===== config.mk =====
export PLATFORM = sky130hd
export DESIGN_NAME = sdm_top
export DESIGN_NICKNAME = d
export VERILOG_FILES = /design/src/core/sdm_pkg.sv /design/src/core/sdm_top.sv /design/src/core/sdm_decode.sv /design/src/core/sdm_ram.sv
export VERILOG_INCLUDE_DIRS = /design/src /design/src/core
export SDC_FILE = /design/constraint.sdc
export NUM_CORES = 2
export LEC_CHECK = 0
export BUFFER_PORTS_ARGS = -buffer_cell sky130_fd_sc_hd__clkbuf_2
export CORE_UTILIZATION = 30
export CTS_CLUSTER_SIZE = 28
export DETAILED_ROUTE_END_ITERATION = 6
export SYNTH_ARGS = -nofsm -noshare
export SYNTH_HDL_FRONTEND = slang
export SYNTH_SLANG_ARGS = --single-unit

===== constraint.sdc =====
create_clock -name i_ref_clk -period 17.3 [get_ports i_ref_clk]
set_input_delay 0.865 -clock i_ref_clk [delete_from_list [all_inputs] [get_ports i_ref_clk]]
set_output_delay 0.865 -clock i_ref_clk [all_outputs]
set_load 0.02 [all_outputs]

===== src/core/sdm_defs.svh =====
// Address offsets, field positions, reset values and fixed figures.
`ifndef SDM_DEFS_SVH
`define SDM_DEFS_SVH

// Sector 0 offsets of the indirect ports and the pointer bytes.
`define SDM_OFS_PORT0    7'h00
`define SDM_OFS_PTR0     7'h01
`define SDM_OFS_PORT1    7'h02
`define SDM_OFS_PTR1L    7'h03
`define SDM_OFS_PTR1S    7'h04
`define SDM_OFS_PORT2    7'h0C
`define SDM_OFS_PTR2L    7'h0D
`define SDM_OFS_PTR2S    7'h0E

// Bit 7 of the in-sector address marks the general-purpose half.
`define SDM_GP_BIT       7
// Bit 8 of a 9-bit address selects the sector.
`define SDM_SECTOR_BIT   8
// Bit of a sector pointer byte that takes part in decoding.
`define SDM_SECTOR_LSB   0

// Pointer byte indices inside the pointer file.
`define SDM_PIDX_PTR0    3'h0
`define SDM_PIDX_PTR1L   3'h1
`define SDM_PIDX_PTR1S   3'h2
`define SDM_PIDX_PTR2L   3'h3
`define SDM_PIDX_PTR2S   3'h4

// Port indices.
`define SDM_PORT_ZERO    2'h0
`define SDM_PORT_ONE     2'h1
`define SDM_PORT_TWO     2'h2

// Reset and null values.
`define SDM_PTR_RST      8'h00
`define SDM_READ_ZERO    8'h00

`endif


===== src/core/sdm_pkg.sv =====
// Types shared by the sectored data memory files.
package sdm_pkg;

   typedef enum logic [1:0]
   {
      SDM_OP_READ  = 2'h0,
      SDM_OP_WRITE = 2'h1,
      SDM_OP_BSET  = 2'h2,
      SDM_OP_BCLR  = 2'h3
   } sdm_op_t;

   typedef enum logic [1:0]
   {
      SDM_TGT_PORT = 2'h0,
      SDM_TGT_PTR  = 2'h1,
      SDM_TGT_GPR  = 2'h2,
      SDM_TGT_SFR  = 2'h3
   } sdm_tgt_t;

   typedef struct packed
   {
      logic [255:0][7:0] mem;
   } sdm_ram_t;

   typedef struct packed
   {
      logic [4:0][7:0] ptr;
      logic            rd_valid;
      logic [7:0]      rd_data;
      logic [8:0]      rd_addr;
      logic            sfr_we;
      logic [8:0]      sfr_waddr;
      logic [7:0]      sfr_wdata;
   } sdm_state_t;

endpackage


===== src/core/sdm_top.sv =====
// Sectored data memory with direct and indirect address resolution.
//
// What this block does
// Lower half 00H..7FH of each sector decodes as special registers.
// Upper half 80H..FFH of sectors 0 and 1 is 256 bytes RAM.
// Unused special locations read 00H and store nothing.
// Pairs 1 and 2 take sector from high byte, address from low.
// Extended accesses carry 9 bits: top bit sector, low byte location.
// Standard direct accesses reach sector 0 only.
// Port access acts on the location its pointer designates.
// Port 0 reaches sector 0 only; ports 1 and 2 any sector.
// Port resolved as target reads 00H and ignores writes.
// The five pointer bytes are real, readable, writable, bit-modifiable.
// General RAM supports single-bit set and clear.
// Read-only special registers ignore program writes.
// Extended address 1F0H resolves to location 0F0H of sector 1.
// Only bit 0 of a sector pointer byte selects the sector.
`timescale 1ns/1ps
`default_nettype none
`include "sdm_defs.svh"

module sdm_top
(
   input  wire logic                i_ref_clk,
   input  wire logic                i_rst,
   input  wire logic                i_acc_valid,
   input  wire logic                i_acc_ext,
   input  wire sdm_pkg::sdm_op_t    i_acc_op,
   input  wire logic      [8:0]     i_acc_addr,
   input  wire logic      [7:0]     i_acc_wdata,
   input  wire logic      [2:0]     i_acc_bit,
   output logic                     o_rd_valid,
   output logic           [7:0]     o_rd_data,
   output logic           [8:0]     o_rd_addr,
   output logic           [8:0]     o_sfr_raddr,
   input  wire logic      [7:0]     i_sfr_rdata,
   input  wire logic                i_sfr_present,
   input  wire logic                i_sfr_readonly,
   output logic                     o_sfr_we,
   output logic           [8:0]     o_sfr_waddr,
   output logic           [7:0]     o_sfr_wdata
);

   //---------------------------------------------------------------
   // State
   //---------------------------------------------------------------

   sdm_pkg::sdm_state_t st_reg;
   sdm_pkg::sdm_state_t st_next;

   //---------------------------------------------------------------
   // First decode: the address the instruction names
   //---------------------------------------------------------------

   logic              [8:0] req_addr;
   sdm_pkg::sdm_tgt_t       req_tgt;
   logic              [1:0] req_port;
   logic              [2:0] req_pidx;

   // Standard instructions carry only a byte, so sector 0 is forced.
   always_comb
   begin
      if (i_acc_ext)
      begin
         req_addr = i_acc_addr;
      end
      else
      begin
         req_addr = {1'b0, i_acc_addr[7:0]};
      end
   end

   sdm_decode u_req_decode
   (
      .i_addr (req_addr),
      .o_tgt  (req_tgt),
      .o_port (req_port),
      .o_pidx (req_pidx)
   );

   //---------------------------------------------------------------
   // Indirect resolution through the pointer file
   //---------------------------------------------------------------

   logic       via_port;
   logic [8:0] eff_addr;
   logic       sec_one;
   logic       sec_two;

   assign via_port = (req_tgt == sdm_pkg::SDM_TGT_PORT);
   assign sec_one  = st_reg.ptr[`SDM_PIDX_PTR1S][`SDM_SECTOR_LSB];
   assign sec_two  = st_reg.ptr[`SDM_PIDX_PTR2S][`SDM_SECTOR_LSB];

   always_comb
   begin
      eff_addr = req_addr;
      if (via_port)
      begin
         unique case (req_port)
            `SDM_PORT_ONE:
            begin
               eff_addr = {sec_one, st_reg.ptr[`SDM_PIDX_PTR1L]};
            end
            `SDM_PORT_TWO:
            begin
               eff_addr = {sec_two, st_reg.ptr[`SDM_PIDX_PTR2L]};
            end
            default:
            begin
               eff_addr = {1'b0, st_reg.ptr[`SDM_PIDX_PTR0]};
            end
         endcase
      end
   end

   //---------------------------------------------------------------
   // Second decode: the location finally acted on
   //---------------------------------------------------------------

   sdm_pkg::sdm_tgt_t       eff_tgt;
   logic              [2:0] eff_pidx;

   // A port is never a second-level indirection; as a target it is null.
   sdm_decode u_eff_decode
   (
      .i_addr (eff_addr),
      .o_tgt  (eff_tgt),
      .o_port (),
      .o_pidx (eff_pidx)
   );

   //---------------------------------------------------------------
   // General-purpose RAM
   //---------------------------------------------------------------

   logic [7:0] ram_idx;
   logic [7:0] ram_rdata;
   logic       ram_we;
   logic [7:0] new_byte;

   // Sector bit and the low seven bits of the upper half form the index.
   assign ram_idx = {eff_addr[`SDM_SECTOR_BIT], eff_addr[6:0]};

   sdm_ram u_ram
   (
      .i_ref_clk (i_ref_clk),
      .i_idx     (ram_idx),
      .i_we      (ram_we),
      .i_wdata   (new_byte),
      .o_rdata   (ram_rdata)
   );

   //---------------------------------------------------------------
   // Read value of the resolved location
   //---------------------------------------------------------------

   logic [7:0] old_byte;
   logic [7:0] bit_mask;
   logic       is_write;

   assign o_sfr_raddr = eff_addr;
   assign bit_mask    = 8'h01 << i_acc_bit;
   assign is_write    = i_acc_valid && (i_acc_op != sdm_pkg::SDM_OP_READ);

   always_comb
   begin
      unique case (eff_tgt)
         sdm_pkg::SDM_TGT_PORT:
         begin
            old_byte = `SDM_READ_ZERO;
         end
         sdm_pkg::SDM_TGT_PTR:
         begin
            old_byte = st_reg.ptr[eff_pidx];
         end
         sdm_pkg::SDM_TGT_GPR:
         begin
            old_byte = ram_rdata;
         end
         default:
         begin
            // Special area outside this block, or an unused location.
            if (i_sfr_present)
            begin
               old_byte = i_sfr_rdata;
            end
            else
            begin
               old_byte = `SDM_READ_ZERO;
            end
         end
      endcase
   end

   //---------------------------------------------------------------
   // Byte write and single-bit modify
   //---------------------------------------------------------------

   // Bit operations are read-modify-write within the one access cycle.
   always_comb
   begin
      unique case (i_acc_op)
         sdm_pkg::SDM_OP_BSET:
         begin
            new_byte = old_byte | bit_mask;
         end
         sdm_pkg::SDM_OP_BCLR:
         begin
            new_byte = old_byte & ~bit_mask;
         end
         sdm_pkg::SDM_OP_WRITE:
         begin
            new_byte = i_acc_wdata;
         end
         default:
         begin
            new_byte = old_byte;
         end
      endcase
   end

   assign ram_we = is_write && (eff_tgt == sdm_pkg::SDM_TGT_GPR);

   //---------------------------------------------------------------
   // Next state
   //---------------------------------------------------------------

   logic sfr_take;

   // Writes to absent or protected special registers are dropped.
   assign sfr_take = is_write && (eff_tgt == sdm_pkg::SDM_TGT_SFR)
                     && i_sfr_present && !i_sfr_readonly;

   always_comb
   begin
      st_next          = st_reg;
      st_next.rd_valid = 1'b0;
      st_next.sfr_we   = 1'b0;
      if (i_acc_valid)
      begin
         st_next.rd_addr = eff_addr;
         if (i_acc_op == sdm_pkg::SDM_OP_READ)
         begin
            st_next.rd_valid = 1'b1;
            st_next.rd_data  = old_byte;
         end
      end
      if (is_write && (eff_tgt == sdm_pkg::SDM_TGT_PTR))
      begin
         st_next.ptr[eff_pidx] = new_byte;
      end
      if (sfr_take)
      begin
         st_next.sfr_we    = 1'b1;
         st_next.sfr_waddr = eff_addr;
         st_next.sfr_wdata = new_byte;
      end
   end

   //---------------------------------------------------------------
   // Registers
   //---------------------------------------------------------------

   always_ff @(posedge i_ref_clk)
   begin
      if (i_rst)
      begin
         st_reg.ptr       <= {5{`SDM_PTR_RST}};
         st_reg.rd_valid  <= 1'b0;
         st_reg.rd_data   <= `SDM_READ_ZERO;
         st_reg.rd_addr   <= 9'h000;
         st_reg.sfr_we    <= 1'b0;
         st_reg.sfr_waddr <= 9'h000;
         st_reg.sfr_wdata <= `SDM_READ_ZERO;
      end
      else
      begin
         st_reg <= st_next;
      end
   end

   //---------------------------------------------------------------
   // Outputs
   //---------------------------------------------------------------

   assign o_rd_valid  = st_reg.rd_valid;
   assign o_rd_data   = st_reg.rd_data;
   assign o_rd_addr   = st_reg.rd_addr;
   assign o_sfr_we    = st_reg.sfr_we;
   assign o_sfr_waddr = st_reg.sfr_waddr;
   assign o_sfr_wdata = st_reg.sfr_wdata;

endmodule
`default_nettype wire


===== src/core/sdm_decode.sv =====
// Classifies one 9-bit data memory address.
`timescale 1ns/1ps
`default_nettype none
`include "sdm_defs.svh"

module sdm_decode
(
   input  wire logic [8:0]       i_addr,
   output var sdm_pkg::sdm_tgt_t o_tgt,
   output logic      [1:0]       o_port,
   output logic      [2:0]       o_pidx
);

   logic       sector0;
   logic [6:0] low;

   assign sector0 = ~i_addr[`SDM_SECTOR_BIT];
   assign low     = i_addr[6:0];

   always_comb
   begin
      o_port = `SDM_PORT_ZERO;
      o_pidx = `SDM_PIDX_PTR0;
      o_tgt  = sdm_pkg::SDM_TGT_SFR;
      if (i_addr[`SDM_GP_BIT])
      begin
         o_tgt = sdm_pkg::SDM_TGT_GPR;
      end
      else if (sector0)
      begin
         unique case (low)
            `SDM_OFS_PORT0:
            begin
               o_tgt  = sdm_pkg::SDM_TGT_PORT;
               o_port = `SDM_PORT_ZERO;
            end
            `SDM_OFS_PORT1:
            begin
               o_tgt  = sdm_pkg::SDM_TGT_PORT;
               o_port = `SDM_PORT_ONE;
            end
            `SDM_OFS_PORT2:
            begin
               o_tgt  = sdm_pkg::SDM_TGT_PORT;
               o_port = `SDM_PORT_TWO;
            end
            `SDM_OFS_PTR0:
            begin
               o_tgt  = sdm_pkg::SDM_TGT_PTR;
               o_pidx = `SDM_PIDX_PTR0;
            end
            `SDM_OFS_PTR1L:
            begin
               o_tgt  = sdm_pkg::SDM_TGT_PTR;
               o_pidx = `SDM_PIDX_PTR1L;
            end
            `SDM_OFS_PTR1S:
            begin
               o_tgt  = sdm_pkg::SDM_TGT_PTR;
               o_pidx = `SDM_PIDX_PTR1S;
            end
            `SDM_OFS_PTR2L:
            begin
               o_tgt  = sdm_pkg::SDM_TGT_PTR;
               o_pidx = `SDM_PIDX_PTR2L;
            end
            `SDM_OFS_PTR2S:
            begin
               o_tgt  = sdm_pkg::SDM_TGT_PTR;
               o_pidx = `SDM_PIDX_PTR2S;
            end
            default:
            begin
               o_tgt = sdm_pkg::SDM_TGT_SFR;
            end
         endcase
      end
   end

endmodule
`default_nettype wire


===== src/core/sdm_ram.sv =====
// General-purpose RAM of two sectors, 256 bytes in flip-flops.
`timescale 1ns/1ps
`default_nettype none

module sdm_ram
(
   input  wire logic       i_ref_clk,
   input  wire logic [7:0] i_idx,
   input  wire logic       i_we,
   input  wire logic [7:0] i_wdata,
   output logic      [7:0] o_rdata
);

   sdm_pkg::sdm_ram_t ram_reg;
   sdm_pkg::sdm_ram_t ram_next;

   assign o_rdata = ram_reg.mem[i_idx];

   always_comb
   begin
      ram_next = ram_reg;
      if (i_we)
      begin
         ram_next.mem[i_idx] = i_wdata;
      end
   end

   // Contents are data, not control, and so carry no reset.
   always_ff @(posedge i_ref_clk)
   begin
      ram_reg <= ram_next;
   end

endmodule
`default_nettype wire


==> results.md <==
| Result | This run | Unit |
|:---|:---|:---|
| Post-cts sizing count | 0 | - |
| Total of max-cap violations | 0 | - |
| Overall die area | 0.288 | sq mm |
| CP Data Required Time | 17.80 | ns |
| Combinational family with the most area after synthesis | compound AO/OA/AOI/OAI gates | - |
| Origin of the worst min-delay path | i_sfr_readonly | - |
| Most common library cell in the layout ignoring fill and taps | edfxtp_1 | - |
| Detailed-route wire length per cell | 31.8 | um |
| Post-route clock skew | 0.0406 | ns |
| Mean number of vias per cell | 6.11 | - |
| Fin Setup TNS | 0 | ns |
| Reg-to-reg slack, setup | 7.55 | ns |
| Count of TritonRoute iterations in the first routing pass | 7 | - |
| Clock root buffer | clkbuf_16 | - |
| Hold_buf cts | 0 | - |
| Library cell with the largest summed area after synthesis | edfxtp_1 | - |
| Number of synthesized flops with an enable pin | 2048 | - |
| Peak ir drop on the vdd network | 88.4 | uV |
| Number of slew-limit violations in the final report | 0 | - |
| Area fraction in and, or, nand and nor cells after synthesis | 6.49 | % |
| Power density over the cells | 114 | mW/mm^2 |
| Signal arrival time at the worst endpoint | 11.99 | ns |
| Maximum number of pins on one net before global-route repair | 181 | - |
| Area growth syn-to-layout | 12.9 | % |
| Worst Reg-to-Reg Cells | 19 | - |
| Number of DRC violations after detailed routing | 1 | - |
| Total wirelength of the detailed-routed design | 313000 | um |
| Placed wire-length estimate after detailed placement | 179000 | um |
| Max reg flops | 2048 | - |
| Cell count after synthesis | 5936 | - |
| Maximum fanout along the worst path | 96 | - |
| Seq/Total Area, Yosys | 73.5 | % |
| Xor-xnor portion of the synthesized cell area | 0 | % |
| Net Count, Synth | 5974 | - |
| Hold path cells | 3 | - |
| Number of setup buffers added after CTS | 0 | - |
| Outcome | finished with violations | - |
| Sort of element at the end of the critical path | flip-flop | - |
| Violated checks | DRC | - |
| Kind of critical path | in -> reg | - |
| Std-Cell Core Area | 0.283 | sq mm |
| Share of the synthesized area in the top cell type | 71.7 | % |
| Horizontal die dimension | 537 | um |
| Final nets | 5926 | - |
| Ratio of final minimum period to clock period | 66.4 | % |
| Adder and majority gate portion of the synthesized area | 0.0292 | % |
| CTS HTree Levels | 4 | - |
| Die H | 537 | um |
| Fraction of layout cells with a size suffix above 1 | 10.7 | % |
| Later-pin clock latency in the skew report | 0.89 | ns |
| Residual antenna-violating net count after detailed routing | 0 | - |
| Final hold vios | 0 | - |
| Worst min-delay path class | in -> reg | - |
| Initial core utilization | 30.3 | % |
| End point of the worst hold path | o_sfr_we | - |
| Multiplexer share of the synthesized area | 1.82 | % |
| Worst Setup Start Kind | input pin | - |
| Global-route wire length before repair | 433000 | um |
| Clock tree sinks | 2124 | - |
| Rel. slew slack | 2.44 | % |
| Number of DRC markers in iteration 0 | 10200 | - |
| Combined global-route utilization of all metal layers | 20.9 | % |
| Cells taking the most area after synthesis | edfxtp_1 72%, o22ai_1 5.0%, nor2_1 2.7% | - |
| Deepest clock path buffer count | 3 | - |
| Commonest non-fill, non-tap cells in the layout | 2048 x edfxtp_1, 689 x o22ai_1, 601 x nor2_1 | - |
| Routed vias | 60000 | - |
| Final Setup Violations | 0 | - |
| Num CTS Buffers | 210 | - |
| P_leak | 29.7 | nW |
| Distinct cell type count of the synthesized netlist | 100 | - |
| Top-Level Pins | 81 | - |
| Most common flop cell mapped by yosys | edfxtp_1 | - |
| Warnings from Yosys | 0 | - |
| Final critical delay including setup and external delays | 11.48 | ns |
| Peak clock frequency supported by timing | 0.0871 | GHz |
| Post-synthesis async set-or-reset flop share | 0 | % |
| Least-Margin Pin Slew | 1.46 | ns |
| Number of antenna violations at the first check in global routing | 17 | - |
| Clock tree from TritonCTS | done | - |
| Final total power | 0.0111 | W |
| Unrepaired setup endpoints after global routing | no | - |
| Compound-cell area share of the yosys netlist | 15.2 | % |
| Placement Rows | 195 | - |
| Worst-path clk slew | 0.06 | ns |
| Via count of the first global-routing pass | 56200 | - |
| Avg Cell Area, Syn | 14.5 | sq um |
| FF-to-FF End | u_ram.ram_reg[1] | - |
| Synth Cell Area | 0.0858 | sq mm |
| Placer's final routability congestion estimate | 0.932 | - |
| RR Startpoint | st_reg[37] | - |
| Grt total ovfl | 0 | - |
| Flop and latch count out of synthesis | 2124 | - |
| I/O Buffers | 80 | - |
through the flow:
stage / setup slack (ns) / utilization (%) / instances / area (sq um) / hold slack [ns]
final: 5.82 / 34.2 / 9820 / 96900 / 0.377
after global routing: 5.64 / 34.2 / 9806 / 96800 / 0.368
after CTS: 5.54 / 34.2 / 9805 / 96800 / 0.326
after detailed placement: 4.60 / 31.8 / 9418 / 90100 / 0.448
after global placement: 4.88 / 31.8 / 9416 / 90100 / 0.446
after floorplan: 4.13 / - / 5936 / 85800 / 0.432
cell type report:
cell class              instances  area, sq um
fillers                     27000       186000
flip-flops and latches       2124        63000
multi-input cells            3278        20500
clock buffers                 265         5490
well taps                    3743         4680
repair buffers                248         1830
clock inverters               122         1190
inverters                      26          129
diodes                         14         35.0
cells by family (layout without fill, tap and decap cells):
group	Yosys count	in the layout
other cells	0	14
fa+ha+maj	2	2
simple gates	1229	1229
buf+inv	534	661
flops	2124	2124
mux	154	154
compound gates	1893	1893
routing by layer:
layer | global-route usage [%] | wire (um) | up-vias
li1 | - | - | 23900
met1 | 27.2 | 116000 | 30300
met2 | 30.8 | 134000 | 4779
met3 | 6.58 | 42900 | 996
met4 | 11.8 | 19800 | 18
met5 | 0 | 106 | -
synthesized netlist by cell type, types with 24 or more instances:
| master | n |
|---|---|
| a21oi_1 | 208 |
| o21ai_0 | 207 |
| nand2_1 | 235 |
| o41ai_1 | 72 |
| nand4_1 | 31 |
| dfxtp_1 | 76 |
| a31oi_1 | 29 |
| o21a_1 | 37 |
| nor2_1 | 607 |
| buf_1 | 25 |
| nor3_1 | 30 |
| o22a_1 | 34 |
| buf_4 | 85 |
| a32oi_1 | 24 |
| a211oi_1 | 132 |
| nor4_1 | 129 |
| o22ai_1 | 689 |
| nand3_1 | 59 |
| o31ai_1 | 102 |
| edfxtp_1 | 2048 |
| mux2i_1 | 136 |
| a2bb2oi_1 | 30 |
| o221ai_1 | 27 |
| and3_1 | 65 |
| a41oi_1 | 41 |
| buf_2 | 170 |
| clkbuf_1 | 221 |
how the worst max path moves through the flow:
stage / startpoint / to / slack [ns] / cells past startpoint
floorplan: i_acc_addr[0] / u_ram.ram_reg[1005] / 4.13 / 22
global placement: i_acc_addr[1] / u_ram.ram_reg[233] / 4.88 / 23
detailed placement: i_acc_addr[1] / u_ram.ram_reg[241] / 4.60 / 23
CTS: i_acc_addr[1] / u_ram.ram_reg[2017] / 5.54 / 23
global route: i_acc_addr[1] / u_ram.ram_reg[127] / 5.64 / 22
finish: i_acc_addr[1] / u_ram.ram_reg[1] / 5.82 / 24
report_power, final:
group,leakage (nW),switching (W),internal [W]
Clock,3.24,0.00201,0.00251
Combinational,7.27,0.000634,0.000147
Sequential,19.2,0.00000300,0.00578
critical path: stages:
cell       delay (ns)
clkbuf_2         0.09
buf_4            0.53
inv_1            0.32
nor4_1           0.44
ha_1             0.58
nor2b_1          0.40
nor2_4           0.14
buf_4            0.73
or4_4            0.68
and2_4           0.59
buf_12           0.46
buf_12           0.53
buf_4            0.56
o22ai_1          0.16
o31a_1           0.35
nor4_1           0.51
o221ai_1         0.37
a2111oi_1        0.38
clkbuf_2         0.25
buf_4            0.13
a31oi_1          0.40
o21ai_0          0.41
a21bo_4          0.76
buf_4            0.85
Power figures use the tool's default switching activity.
